[config.mk]
export PLATFORM = sky130hd
export DESIGN_NAME = lic_decoder
export DESIGN_NICKNAME = d
export VERILOG_FILES = /design/src/rtl/lic_pkg.sv /design/src/rtl/lic_decoder.sv /design/src/rtl/lic_cursor_step.sv /design/src/rtl/lic_display_mem.sv
export SDC_FILE = /design/constraint.sdc
export NUM_CORES = 2
export LEC_CHECK = 0
export ABC_AREA = 1
export BUFFER_PORTS_ARGS = -buffer_cell sky130_fd_sc_hd__buf_2
export CAP_MARGIN = 20
export CORE_ASPECT_RATIO = 1.5
export CORE_MARGIN = 1.5
export CORE_UTILIZATION = 45
export CTS_CLUSTER_DIAMETER = 40
export DETAILED_ROUTE_END_ITERATION = 7
export PLACE_DENSITY = 0.67
export SYNTH_ARGS = -nofsm -noshare
export SYNTH_HDL_FRONTEND = slang
export SYNTH_SLANG_ARGS = --single-unit
export TNS_END_PERCENT = 50
[constraint.sdc]
create_clock -name CLK_I -period 3.7 [get_ports CLK_I]
set_input_delay 0.185 -clock CLK_I [delete_from_list [all_inputs] [get_ports CLK_I]]
set_output_delay 0.185 -clock CLK_I [all_outputs]
set_load 0.01 [all_outputs]
[src/rtl/lic_pkg.sv]
// constants of the indirect command decoder: offsets, masks, codes
// assumes a single clock domain and an 8-bit host data path
`default_nettype none
package lic_pkg;
	// configuration register offsets
	localparam logic [4:0] REG_SYSTEM_CONFIG   = 5'h00;
	localparam logic [4:0] REG_CHAR_WIDTH      = 5'h01;
	localparam logic [4:0] REG_CHAR_HEIGHT     = 5'h02;
	localparam logic [4:0] REG_LINE_ADDR_CNT   = 5'h03;
	localparam logic [4:0] REG_LINE_TOTAL_CNT  = 5'h04;
	localparam logic [4:0] REG_FRAME_LINE_CNT  = 5'h05;
	localparam logic [4:0] REG_VWIDTH_LOW      = 5'h06;
	localparam logic [4:0] REG_VWIDTH_HIGH     = 5'h07;
	localparam logic [4:0] REG_DISPLAY_ENABLE  = 5'h09;
	localparam logic [4:0] REG_DISPLAY_ATTR    = 5'h0a;
	localparam logic [4:0] REG_BLOCK1_LOW      = 5'h0b;
	localparam logic [4:0] REG_BLOCK1_HIGH     = 5'h0c;
	localparam logic [4:0] REG_BLOCK1_LINES    = 5'h0d;
	localparam logic [4:0] REG_BLOCK2_LOW      = 5'h0e;
	localparam logic [4:0] REG_BLOCK2_HIGH     = 5'h0f;
	localparam logic [4:0] REG_BLOCK2_LINES    = 5'h10;
	localparam logic [4:0] REG_BLOCK3_LOW      = 5'h11;
	localparam logic [4:0] REG_BLOCK3_HIGH     = 5'h12;
	localparam logic [4:0] REG_BLOCK4_LOW      = 5'h13;
	localparam logic [4:0] REG_BLOCK4_HIGH     = 5'h14;
	localparam logic [4:0] REG_CURSOR_WIDTH    = 5'h15;
	localparam logic [4:0] REG_CURSOR_HEIGHT   = 5'h16;
	localparam logic [4:0] REG_CURSOR_DIR      = 5'h17;
	localparam logic [4:0] REG_LAYER_OVERLAY   = 5'h18;
	localparam logic [4:0] REG_PIXEL_SHIFT     = 5'h1b;
	localparam logic [4:0] REG_CURSOR_LOW      = 5'h1c;
	localparam logic [4:0] REG_CURSOR_HIGH     = 5'h1d;
	localparam int         REG_COUNT           = 32;
	localparam logic [7:0] REG_RESET           = 8'h00;
	// writable bits of the narrow registers
	localparam logic [7:0] MASK_SYSTEM_CONFIG  = 8'h2d;
	localparam logic [7:0] MASK_CHAR_WIDTH     = 8'h8f;
	localparam logic [7:0] MASK_NIBBLE         = 8'h0f;
	localparam logic [7:0] MASK_CURSOR_HEIGHT  = 8'h8f;
	localparam logic [7:0] MASK_PIXEL_SHIFT    = 8'h07;
	localparam logic [7:0] MASK_FULL           = 8'hff;
	// field positions
	localparam int BIT_GLYPH_SOURCE = 0;
	localparam int BIT_GLYPH_LINES  = 2;
	localparam int BIT_TWO_PANEL    = 3;
	localparam int BIT_TOP_LINE     = 5;
	localparam int BIT_AC_DRIVE     = 7;
	localparam int BIT_SHAPE_SEL    = 7;
	localparam int BIT_DISPLAY_EN   = 0;
	localparam int BIT_BLOCK1_TEXT  = 2;
	localparam int BIT_BLOCK3_TEXT  = 3;
	// command codes
	localparam logic [7:0] CMD_SYSTEM_SET    = 8'h40;
	localparam logic [7:0] CMD_MEMORY_STORE  = 8'h42;
	localparam logic [7:0] CMD_MEMORY_FETCH  = 8'h43;
	localparam logic [7:0] CMD_SCROLL        = 8'h44;
	localparam logic [7:0] CMD_CURSOR_LOAD   = 8'h46;
	localparam logic [7:0] CMD_CURSOR_FETCH  = 8'h47;
	localparam logic [5:0] CMD_CURSOR_STEP   = 6'h13;
	localparam logic [7:0] CMD_SCREEN_OFF    = 8'h58;
	localparam logic [7:0] CMD_SCREEN_ON     = 8'h59;
	localparam logic [7:0] CMD_PIXEL_SCROLL  = 8'h5a;
	localparam logic [7:0] CMD_LAYER_COMBINE = 8'h5b;
	localparam logic [7:0] CMD_CURSOR_SHAPE  = 8'h5d;
	localparam logic [3:0] CNT_SYSTEM_SET    = 4'h8;
	localparam logic [3:0] CNT_SCROLL        = 4'ha;
	localparam logic [3:0] CNT_ONE           = 4'h1;
	localparam logic [3:0] CNT_TWO           = 4'h2;
	// cursor step directions
	typedef enum logic [1:0] {
		LIC_DIR_RIGHT = 2'b00,
		LIC_DIR_LEFT  = 2'b01,
		LIC_DIR_UP    = 2'b10,
		LIC_DIR_DOWN  = 2'b11
	} lic_dir_t;
endpackage
`default_nettype wire

[src/rtl/lic_decoder.sv]
// indirect command decoder of a graphics display controller
// assumes host strobes are one clock wide and synchronous to CLK_I
`default_nettype none
module lic_decoder #(
	parameter int MEM_AW = 8
) (
	input  wire logic        CLK_I,
	input  wire logic        NRST_I,
	input  wire logic        CS_N_I,
	input  wire logic        CMD_DATA_SEL_I,
	input  wire logic        WR_I,
	input  wire logic        RD_I,
	input  wire logic [7:0]  DATA_I,
	output logic      [7:0]  DATA_O,
	output logic             DATA_OE_O,
	output logic             RD_VALID_O,
	input  wire logic [15:0] SCAN_ADDR_I,
	output logic      [7:0]  SCAN_DATA_O,
	output logic             GLYPH_SOURCE_SEL_O,
	output logic             GLYPH_LINES_SEL_O,
	output logic             TWO_PANEL_O,
	output logic             TOP_LINE_COMP_O,
	output logic      [3:0]  CELL_WIDTH_O,
	output logic             AC_DRIVE_SEL_O,
	output logic      [3:0]  CELL_HEIGHT_O,
	output logic      [7:0]  LINE_ADDR_COUNT_O,
	output logic      [7:0]  LINE_TOTAL_COUNT_O,
	output logic      [7:0]  FRAME_LINE_COUNT_O,
	output logic      [15:0] VIRTUAL_WIDTH_O,
	output logic             DISPLAY_EN_O,
	output logic      [1:0]  CURSOR_FLASH_SEL_O,
	output logic      [1:0]  BLOCK1_ATTR_O,
	output logic      [1:0]  BLOCK2_4_ATTR_O,
	output logic      [1:0]  BLOCK3_ATTR_O,
	output logic      [15:0] BLOCK1_START_O,
	output logic      [15:0] BLOCK2_START_O,
	output logic      [15:0] BLOCK3_START_O,
	output logic      [15:0] BLOCK4_START_O,
	output logic      [7:0]  BLOCK1_LINES_O,
	output logic      [7:0]  BLOCK2_LINES_O,
	output logic      [3:0]  CURSOR_WIDTH_O,
	output logic      [3:0]  CURSOR_HEIGHT_O,
	output logic             CURSOR_SHAPE_SEL_O,
	output logic      [1:0]  CURSOR_DIR_O,
	output logic      [1:0]  COMBINE_METHOD_O,
	output logic             BLOCK1_TEXT_SEL_O,
	output logic             BLOCK3_TEXT_SEL_O,
	output logic      [2:0]  PIXEL_SHIFT_O,
	output logic      [15:0] CURSOR_ADDR_O
);
	// first register loaded by each parameter-taking command
	function automatic logic [4:0] cmd_base(input logic [7:0] code);
		case (code)
			lic_pkg::CMD_SYSTEM_SET:    cmd_base = lic_pkg::REG_SYSTEM_CONFIG;
			lic_pkg::CMD_SCROLL:        cmd_base = lic_pkg::REG_BLOCK1_LOW;
			lic_pkg::CMD_PIXEL_SCROLL:  cmd_base = lic_pkg::REG_PIXEL_SHIFT;
			lic_pkg::CMD_LAYER_COMBINE: cmd_base = lic_pkg::REG_LAYER_OVERLAY;
			lic_pkg::CMD_SCREEN_OFF,
			lic_pkg::CMD_SCREEN_ON:     cmd_base = lic_pkg::REG_DISPLAY_ATTR;
			lic_pkg::CMD_CURSOR_LOAD:   cmd_base = lic_pkg::REG_CURSOR_LOW;
			lic_pkg::CMD_CURSOR_SHAPE:  cmd_base = lic_pkg::REG_CURSOR_WIDTH;
			default:                    cmd_base = lic_pkg::REG_SYSTEM_CONFIG;
		endcase
	endfunction

	// number of parameter bytes a command accepts
	function automatic logic [3:0] cmd_count(input logic [7:0] code);
		case (code)
			lic_pkg::CMD_SYSTEM_SET:    cmd_count = lic_pkg::CNT_SYSTEM_SET;
			lic_pkg::CMD_SCROLL:        cmd_count = lic_pkg::CNT_SCROLL;
			lic_pkg::CMD_PIXEL_SCROLL,
			lic_pkg::CMD_LAYER_COMBINE,
			lic_pkg::CMD_SCREEN_OFF,
			lic_pkg::CMD_SCREEN_ON:     cmd_count = lic_pkg::CNT_ONE;
			lic_pkg::CMD_CURSOR_LOAD,
			lic_pkg::CMD_CURSOR_SHAPE:  cmd_count = lic_pkg::CNT_TWO;
			default:                    cmd_count = 4'h0;
		endcase
	endfunction

	// writable bits of each register
	function automatic logic [7:0] reg_mask(input logic [4:0] idx);
		case (idx)
			lic_pkg::REG_SYSTEM_CONFIG: reg_mask = lic_pkg::MASK_SYSTEM_CONFIG;
			lic_pkg::REG_CHAR_WIDTH:    reg_mask = lic_pkg::MASK_CHAR_WIDTH;
			lic_pkg::REG_CHAR_HEIGHT,
			lic_pkg::REG_CURSOR_WIDTH,
			lic_pkg::REG_LAYER_OVERLAY: reg_mask = lic_pkg::MASK_NIBBLE;
			lic_pkg::REG_CURSOR_HEIGHT: reg_mask = lic_pkg::MASK_CURSOR_HEIGHT;
			lic_pkg::REG_PIXEL_SHIFT:   reg_mask = lic_pkg::MASK_PIXEL_SHIFT;
			default:                    reg_mask = lic_pkg::MASK_FULL;
		endcase
	endfunction

	logic [7:0]  regs_q [lic_pkg::REG_COUNT];
	logic [7:0]  regs_d [lic_pkg::REG_COUNT];
	logic [7:0]  cmd_q;
	logic [7:0]  cmd_d;
	logic [3:0]  pcnt_q;
	logic [3:0]  pcnt_d;
	logic [7:0]  rdata_q;
	logic [7:0]  rdata_d;
	logic        rvalid_q;
	logic        rvalid_d;
	logic        wr_take;
	logic        rd_take;
	logic        cmd_take;
	logic        par_take;
	logic        par_load;
	logic        off_cmd;
	logic        on_cmd;
	logic        step_cmd;
	logic        rd_mem;
	logic        rd_cur;
	logic [15:0] cursor;
	logic [15:0] pitch;
	logic [15:0] cursor_next;
	logic        mem_we;
	logic [7:0]  mem_hdata;
	logic [4:0]  pidx;

	// host strobes qualified by the chip select
	assign wr_take = WR_I && !CS_N_I;
	assign rd_take = RD_I && !CS_N_I;

	// write bytes told apart by the select line
	assign cmd_take = wr_take && CMD_DATA_SEL_I;
	assign par_take = wr_take && !CMD_DATA_SEL_I;
	assign par_load = par_take && cmd_q != lic_pkg::CMD_MEMORY_STORE &&
	                  pcnt_q < cmd_count(cmd_q);

	// commands that act at once on the command byte, before any parameter
	assign off_cmd  = cmd_take && DATA_I == lic_pkg::CMD_SCREEN_OFF;
	assign on_cmd   = cmd_take && DATA_I == lic_pkg::CMD_SCREEN_ON;
	assign step_cmd = cmd_take && DATA_I[7:2] == lic_pkg::CMD_CURSOR_STEP;

	// sel-high reads, split by the last command byte
	assign rd_mem = rd_take && CMD_DATA_SEL_I &&
	                cmd_q == lic_pkg::CMD_MEMORY_FETCH;
	assign rd_cur = rd_take && CMD_DATA_SEL_I &&
	                cmd_q == lic_pkg::CMD_CURSOR_FETCH;

	assign cursor = {regs_q[lic_pkg::REG_CURSOR_HIGH],
	                 regs_q[lic_pkg::REG_CURSOR_LOW]};
	assign pitch  = {regs_q[lic_pkg::REG_VWIDTH_HIGH],
	                 regs_q[lic_pkg::REG_VWIDTH_LOW]};
	assign pidx   = cmd_base(cmd_q) + 5'(pcnt_q);

	// one step of the memory cursor
	lic_cursor_step u_step (
		.addr_i  (cursor),
		.dir_i   (regs_q[lic_pkg::REG_CURSOR_DIR][1:0]),
		.pitch_i (pitch),
		.next_o  (cursor_next)
	);

	// memory store writes at the cursor before it moves
	assign mem_we = wr_take && !CMD_DATA_SEL_I &&
	                cmd_q == lic_pkg::CMD_MEMORY_STORE;

	lic_display_mem #(
		.AW (MEM_AW)
	) u_mem (
		.clk_i   (CLK_I),
		.nrst_i  (NRST_I),
		.we_i    (mem_we),
		.waddr_i (cursor[MEM_AW-1:0]),
		.wdata_i (DATA_I),
		.haddr_i (cursor[MEM_AW-1:0]),
		.hdata_o (mem_hdata),
		.saddr_i (SCAN_ADDR_I[MEM_AW-1:0]),
		.sdata_o (SCAN_DATA_O)
	);

	// command and parameter decode, next register values
	always_comb begin
		regs_d   = regs_q;
		cmd_d    = cmd_q;
		pcnt_d   = pcnt_q;
		if (cmd_take) begin
			// a command byte restarts the parameter sequence
			cmd_d  = DATA_I;
			pcnt_d = 4'h0;
			if (off_cmd) begin
				regs_d[lic_pkg::REG_DISPLAY_ENABLE][lic_pkg::BIT_DISPLAY_EN] =
					1'b0;
			end
			if (on_cmd) begin
				regs_d[lic_pkg::REG_DISPLAY_ENABLE][lic_pkg::BIT_DISPLAY_EN] =
					1'b1;
			end
			if (step_cmd) begin
				regs_d[lic_pkg::REG_CURSOR_DIR] = {6'h00, DATA_I[1:0]};
			end
		end else if (par_take) begin
			// a store writes at the cursor, then steps it
			if (cmd_q == lic_pkg::CMD_MEMORY_STORE) begin
				regs_d[lic_pkg::REG_CURSOR_LOW]  = cursor_next[7:0];
				regs_d[lic_pkg::REG_CURSOR_HIGH] = cursor_next[15:8];
			end else if (par_load) begin
				// sequential load
				regs_d[pidx] = DATA_I & reg_mask(pidx);
				pcnt_d       = pcnt_q + 4'h1;
			end
		end
		// a fetch step comes last, so it wins over a store step
		if (rd_mem) begin
			regs_d[lic_pkg::REG_CURSOR_LOW]  = cursor_next[7:0];
			regs_d[lic_pkg::REG_CURSOR_HIGH] = cursor_next[15:8];
		end
		// cursor reads alternate low, high on the shared counter
		if (rd_cur) begin
			pcnt_d = pcnt_q + 4'h1;
		end
	end

	// register state
	always_ff @(posedge CLK_I or negedge NRST_I) begin
		if (!NRST_I) begin
			for (int i = 0; i < lic_pkg::REG_COUNT; i++) begin
				regs_q[i] <= lic_pkg::REG_RESET;
			end
			cmd_q    <= 8'h00;
			pcnt_q   <= 4'h0;
		end else begin
			regs_q   <= regs_d;
			cmd_q    <= cmd_d;
			pcnt_q   <= pcnt_d;
		end
	end

	// read answer: byte and valid for the cycle after the strobe
	always_comb begin
		rdata_d  = rdata_q; // holds until the next read
		rvalid_d = rd_take;
		if (rd_mem) begin
			rdata_d = mem_hdata;
		end else if (rd_cur) begin
			rdata_d = pcnt_q[0] ? cursor[15:8] : cursor[7:0];
		end else if (rd_take) begin
			rdata_d = 8'h00; // other reads answer zero
		end
	end

	// read answer registers
	always_ff @(posedge CLK_I or negedge NRST_I) begin
		if (!NRST_I) begin
			rdata_q  <= 8'h00;
			rvalid_q <= 1'b0;
		end else begin
			rdata_q  <= rdata_d;
			rvalid_q <= rvalid_d;
		end
	end

	// host read answer, one cycle after the strobe
	assign DATA_O     = rdata_q;
	assign DATA_OE_O  = rvalid_q;
	assign RD_VALID_O = rvalid_q;

	// system configuration fields
	assign GLYPH_SOURCE_SEL_O =
		regs_q[lic_pkg::REG_SYSTEM_CONFIG][lic_pkg::BIT_GLYPH_SOURCE];
	assign GLYPH_LINES_SEL_O  =
		regs_q[lic_pkg::REG_SYSTEM_CONFIG][lic_pkg::BIT_GLYPH_LINES];
	assign TWO_PANEL_O        =
		regs_q[lic_pkg::REG_SYSTEM_CONFIG][lic_pkg::BIT_TWO_PANEL];
	assign TOP_LINE_COMP_O    =
		regs_q[lic_pkg::REG_SYSTEM_CONFIG][lic_pkg::BIT_TOP_LINE];
	assign CELL_WIDTH_O       = regs_q[lic_pkg::REG_CHAR_WIDTH][3:0];
	assign AC_DRIVE_SEL_O     =
		regs_q[lic_pkg::REG_CHAR_WIDTH][lic_pkg::BIT_AC_DRIVE];
	assign CELL_HEIGHT_O      = regs_q[lic_pkg::REG_CHAR_HEIGHT][3:0];
	assign LINE_ADDR_COUNT_O  = regs_q[lic_pkg::REG_LINE_ADDR_CNT];
	assign LINE_TOTAL_COUNT_O = regs_q[lic_pkg::REG_LINE_TOTAL_CNT];
	assign FRAME_LINE_COUNT_O = regs_q[lic_pkg::REG_FRAME_LINE_CNT];
	assign VIRTUAL_WIDTH_O    = pitch;

	// display switch and attributes
	assign DISPLAY_EN_O       =
		regs_q[lic_pkg::REG_DISPLAY_ENABLE][lic_pkg::BIT_DISPLAY_EN];
	assign CURSOR_FLASH_SEL_O = regs_q[lic_pkg::REG_DISPLAY_ATTR][1:0];
	assign BLOCK1_ATTR_O      = regs_q[lic_pkg::REG_DISPLAY_ATTR][3:2];
	assign BLOCK2_4_ATTR_O    = regs_q[lic_pkg::REG_DISPLAY_ATTR][5:4];
	assign BLOCK3_ATTR_O      = regs_q[lic_pkg::REG_DISPLAY_ATTR][7:6];

	// screen block starts and line counts
	assign BLOCK1_START_O = {regs_q[lic_pkg::REG_BLOCK1_HIGH],
	                         regs_q[lic_pkg::REG_BLOCK1_LOW]};
	assign BLOCK2_START_O = {regs_q[lic_pkg::REG_BLOCK2_HIGH],
	                         regs_q[lic_pkg::REG_BLOCK2_LOW]};
	assign BLOCK3_START_O = {regs_q[lic_pkg::REG_BLOCK3_HIGH],
	                         regs_q[lic_pkg::REG_BLOCK3_LOW]};
	assign BLOCK4_START_O = {regs_q[lic_pkg::REG_BLOCK4_HIGH],
	                         regs_q[lic_pkg::REG_BLOCK4_LOW]};
	assign BLOCK1_LINES_O = regs_q[lic_pkg::REG_BLOCK1_LINES];
	assign BLOCK2_LINES_O = regs_q[lic_pkg::REG_BLOCK2_LINES];

	// cursor shape, direction, position
	assign CURSOR_WIDTH_O     = regs_q[lic_pkg::REG_CURSOR_WIDTH][3:0];
	assign CURSOR_HEIGHT_O    = regs_q[lic_pkg::REG_CURSOR_HEIGHT][3:0];
	assign CURSOR_SHAPE_SEL_O =
		regs_q[lic_pkg::REG_CURSOR_HEIGHT][lic_pkg::BIT_SHAPE_SEL];
	assign CURSOR_DIR_O       = regs_q[lic_pkg::REG_CURSOR_DIR][1:0];
	assign CURSOR_ADDR_O      = cursor;

	// layer overlay and pixel scroll
	assign COMBINE_METHOD_O  = regs_q[lic_pkg::REG_LAYER_OVERLAY][1:0];
	assign BLOCK1_TEXT_SEL_O =
		regs_q[lic_pkg::REG_LAYER_OVERLAY][lic_pkg::BIT_BLOCK1_TEXT];
	assign BLOCK3_TEXT_SEL_O =
		regs_q[lic_pkg::REG_LAYER_OVERLAY][lic_pkg::BIT_BLOCK3_TEXT];
	assign PIXEL_SHIFT_O     = regs_q[lic_pkg::REG_PIXEL_SHIFT][2:0];
endmodule
`default_nettype wire

[src/rtl/lic_cursor_step.sv]
// next cursor address for one step in the selected direction
// assumes the line pitch is the virtual screen width
`default_nettype none
module lic_cursor_step (
	input  wire logic [15:0] addr_i,
	input  wire logic [1:0]  dir_i,
	input  wire logic [15:0] pitch_i,
	output logic      [15:0] next_o
);
	// wraps modulo 64k like the address counter itself
	always_comb begin
		case (lic_pkg::lic_dir_t'(dir_i))
			lic_pkg::LIC_DIR_RIGHT: next_o = addr_i + 16'h0001;
			lic_pkg::LIC_DIR_LEFT:  next_o = addr_i - 16'h0001;
			lic_pkg::LIC_DIR_UP:    next_o = addr_i - pitch_i;
			lic_pkg::LIC_DIR_DOWN:  next_o = addr_i + pitch_i;
			default:                next_o = addr_i;
		endcase
	end
endmodule
`default_nettype wire

[src/rtl/lic_display_mem.sv]
// display memory in flip-flops: one write port, host and scan reads
// assumes addresses are already cut to the memory width
`default_nettype none
module lic_display_mem #(
	parameter int AW = 8
) (
	input  wire logic          clk_i,
	input  wire logic          nrst_i,
	input  wire logic          we_i,
	input  wire logic [AW-1:0] waddr_i,
	input  wire logic [7:0]    wdata_i,
	input  wire logic [AW-1:0] haddr_i,
	output logic      [7:0]    hdata_o,
	input  wire logic [AW-1:0] saddr_i,
	output logic      [7:0]    sdata_o
);
	logic [7:0] mem_q [2**AW];
	logic [7:0] mem_d [2**AW];

	// next contents: one byte replaced on a write
	always_comb begin
		mem_d = mem_q;
		if (we_i) begin
			mem_d[waddr_i] = wdata_i;
		end
	end

	always_ff @(posedge clk_i or negedge nrst_i) begin
		if (!nrst_i) begin
			for (int i = 0; i < 2**AW; i++) begin
				mem_q[i] <= lic_pkg::REG_RESET;
			end
		end else begin
			mem_q <= mem_d;
		end
	end

	// read ports
	assign hdata_o = mem_q[haddr_i];
	assign sdata_o = mem_q[saddr_i];
endmodule
`default_nettype wire

==> impl_metrics.env <==
export IMPL_grt_pass1_wl_um=712000
export IMPL_hold_viol_final=2
export IMPL_synth_edf_count=0
export IMPL_slew_headroom=0.228
export IMPL_wl_per_cell_um=26.6
export IMPL_grt_pass1_vias=109000
export IMPL_drc_errors=0
export IMPL_finalSetupViolCount=7
export IMPL_ir_drop_mv=0.486
export IMPL_grt_use_met3=0.0924
export IMPL_grt_busiest_layer="met2"
export IMPL_yosysWarnings=0
export IMPL_leakage_nw=56.5
export IMPL_antenna_found_initial=25
export IMPL_crit_path_end_kind="primary output"
export IMPL_die_area_um2=259000
export IMPL_fmax_mhz=263
export IMPL_grt_max_degree=150
export IMPL_dpl_hpwl_um=305000
export IMPL_utilization=0.514
export IMPL_port_buffer_count=215
export IMPL_drive_above_1_share=0.107
export IMPL_violations="negative hold slack, negative setup slack"
export IMPL_gp_congestion=0.996
export IMPL_syn_num_nets=14700
export IMPL_layout_setup_ws_ns=-0.109
export IMPL_ys_types=47
export IMPL_drtIter0Drc=17100
export IMPL_worstSetupPathType="reg2out"
export IMPL_core_um2=255000
export IMPL_grt_usage=0.360
export IMPL_numCtsBuffers=270
export IMPL_fin_crit_ns=3.81
export IMPL_finalClockSkew_ns=0.0528
export IMPL_synth_top_area_share=0.488
export IMPL_die_width_um=416
export IMPL_status="finished with violations"
export IMPL_clk_path_buf_depth=4
export IMPL_use_met1=0.436
export IMPL_drv_cap=0
export IMPL_worst_pin_slew_ns=1.16
export IMPL_clkTransAtPathRegs_ns=0.06
export IMPL_path_max_fanout=3
export IMPL_synth_largest_area_cell="dfrtp_1"
export IMPL_start_util=0.452
export IMPL_fin_crit_sh=1.03
export IMPL_crit_arrival_ns=3.62
export IMPL_syn_instance_count=14600
export IMPL_syn_to_final_growth_pct=13.7
export IMPL_worst_ep_required_time_ns=3.51
export IMPL_slew_violations=0
export IMPL_synth_yosys_seq_area_share=0.488
export IMPL_cts_tree="done"
export IMPL_ys_flop_type="dfrtp_1"
export IMPL_grt_ovfl_total=0
export IMPL_worst_skew_pair_late_latency_ns=0.89
export IMPL_pwr_density_cell_nw_per_um2=525
export IMPL_htreeDepth=5
export IMPL_async_flop_share=1.00
export IMPL_clkSinkCount=2245
export IMPL_io_pins=224
export IMPL_r2r_start="CURSOR_ADDR_O[0]"
export IMPL_fin_nets=14500
export IMPL_grt_met2_usage=0.538
export IMPL_final_setup_tns_ns=-0.547
export IMPL_cts_root_buf="clkbuf_16"
export IMPL_die_h_um=623
export IMPL_start_kind="register"
export IMPL_synth_area_um2=115000
export IMPL_antenna_left=0
export IMPL_syn_avg_cell_area_um2=7.86
export IMPL_startpoint="u_mem.mem_q[1009]"
export IMPL_vias_per_cell=6.40
export IMPL_vias=115000
export IMPL_hold_path_class="in2async"
export IMPL_synth_top_cells_by_count="nand2_1, o21ai_0, dfrtp_1"
export IMPL_fin_hold_ws_ns=-0.00435
export IMPL_fp_row_count=227
export IMPL_wl_um=478000
export IMPL_yosysMostFrequentCell="nand2_1"
export IMPL_rsz0062_at_grt="true"
export IMPL_ys_ff_latch=2245
export IMPL_drtPass1Iterations=8
export IMPL_synth_area_leaders="dfrtp_1, o21ai_0, nand2_1, a22oi_1, nor2_1"
[layout by cell type, fill, tap and decap left out, types with 27 or more instances in the layout]
| cell type | Yosys | routed |
|---|---|---|
| o21ai_1 | 98 | 101 |
| nor2_1 | 1242 | 1222 |
| buf_2 | 146 | 209 |
| a21oi_1 | 457 | 455 |
| clkbuf_8 | 0 | 30 |
| clkbuf_16 | 0 | 278 |
| o21ai_0 | 3223 | 3220 |
| nand2_1 | 3455 | 3451 |
| clkbuf_1 | 993 | 37 |
| or2_2 | 161 | 161 |
| dlygate4sd3_1 | 0 | 27 |
| o22ai_1 | 505 | 505 |
| a22oi_1 | 1025 | 1025 |
| clkinv_2 | 0 | 34 |
| inv_6 | 0 | 37 |
| clkinvlp_4 | 0 | 27 |
| buf_12 | 0 | 150 |
| dfrtp_1 | 2245 | 2245 |
| nor2_4 | 5 | 28 |
| nand3_1 | 547 | 540 |
| nand2_2 | 63 | 66 |
| buf_4 | 7 | 428 |
| inv_1 | 128 | 119 |
[metrics by stage]
step           setup slack, ns  power [mW]  area [µm²]  std cells
6_report                -0.109        68.8      131000      18000
5_1_grt                -0.0461        69.8      131000      18000
4_1_cts                 0.0731        68.0      131000      18000
3_5_place_dp            0.0886        41.3      122000      17500
3_3_place_gp            0.0913        41.3      122000      17500
2_1_floorplan            0.484        32.2      115000      14600
[state kept, by name, summed over array words and instances, names as in the netlist, 16 cells and up]
name             count
u_mem.mem_q       2048
BLOCK3_START_O      16
CURSOR_ADDR_O       16
BLOCK2_START_O      16
VIRTUAL_WIDTH_O     16
BLOCK1_START_O      16
BLOCK4_START_O      16
[worst paths after layout]
check | endpoint | slack [ns] | cells after the start
max | SCAN_DATA_O[1] | -0.11 | 10
min in group CLK_I | CURSOR_ADDR_O[7] | 0.35 | 6
max in group asynchronous | u_mem.mem_q[1319] | 2.36 | 3
max reg2reg | DATA_O[5] | -0.09 | 14
min reg2reg | DATA_O[3] | 0.48 | 2
min | u_mem.mem_q[1246] | -0.004 | 2
[per-layer routing]
layer	up-vias	wire, µm	part of all wire
met5	-	227	0.00047
met4	28	46800	0.098
met3	1984	53300	0.11
met2	7516	207000	0.43
met1	55400	171000	0.36
li1	50300	-	-
[critical path, stage by stage (launching register included)]
cell	delay [ns]
dfrtp_1	0.40
o21ai_0	0.20
o22ai_1	0.10
nand2_1	0.10
nand3_1	0.22
nand3_1	0.26
nand3_1	0.33
nand3_1	0.39
a21oi_1	0.18
or2_2	0.40
buf_2	0.17
[layout make-up]
| class | count | area (µm²) |
|---|---|---|
| Antenna cell | 11 | 27.5 |
| Timing Repair Buffer | 819 | 7600 |
| Sequential cell | 2245 | 56200 |
| Multi-Input combinational cell | 11000 | 53600 |
| Fill cell | 24200 | 124000 |
| Clock buffer | 345 | 7510 |
| Tap cell | 3320 | 4150 |
| Inverter | 146 | 661 |
| Clock inverter | 130 | 1280 |
[kinds of logic after synthesis]
kind of cell,share of synthesized area
fa+ha+maj,0.00285
flops,0.488
simple gates,0.197
buf+inv,0.0496
compound gates,0.261
xor+xnor,0.00212
[where the power goes]
group / internal (mW) / total [mW] / switching (mW)
registers: 24.7 / 25.0 / 0.274
logic: 3.67 / 16.9 / 13.2
clock network: 15.4 / 26.9 / 11.5
[what timing repair did]
item                       in CTS  in global routing
hold buffers                   27                  0
resized for setup               0                 27
buffers inserted                0                  4
hold endpoints to repair      542                  0
setup endpoints to repair       0                130
(Power assumes the default switching activity.)
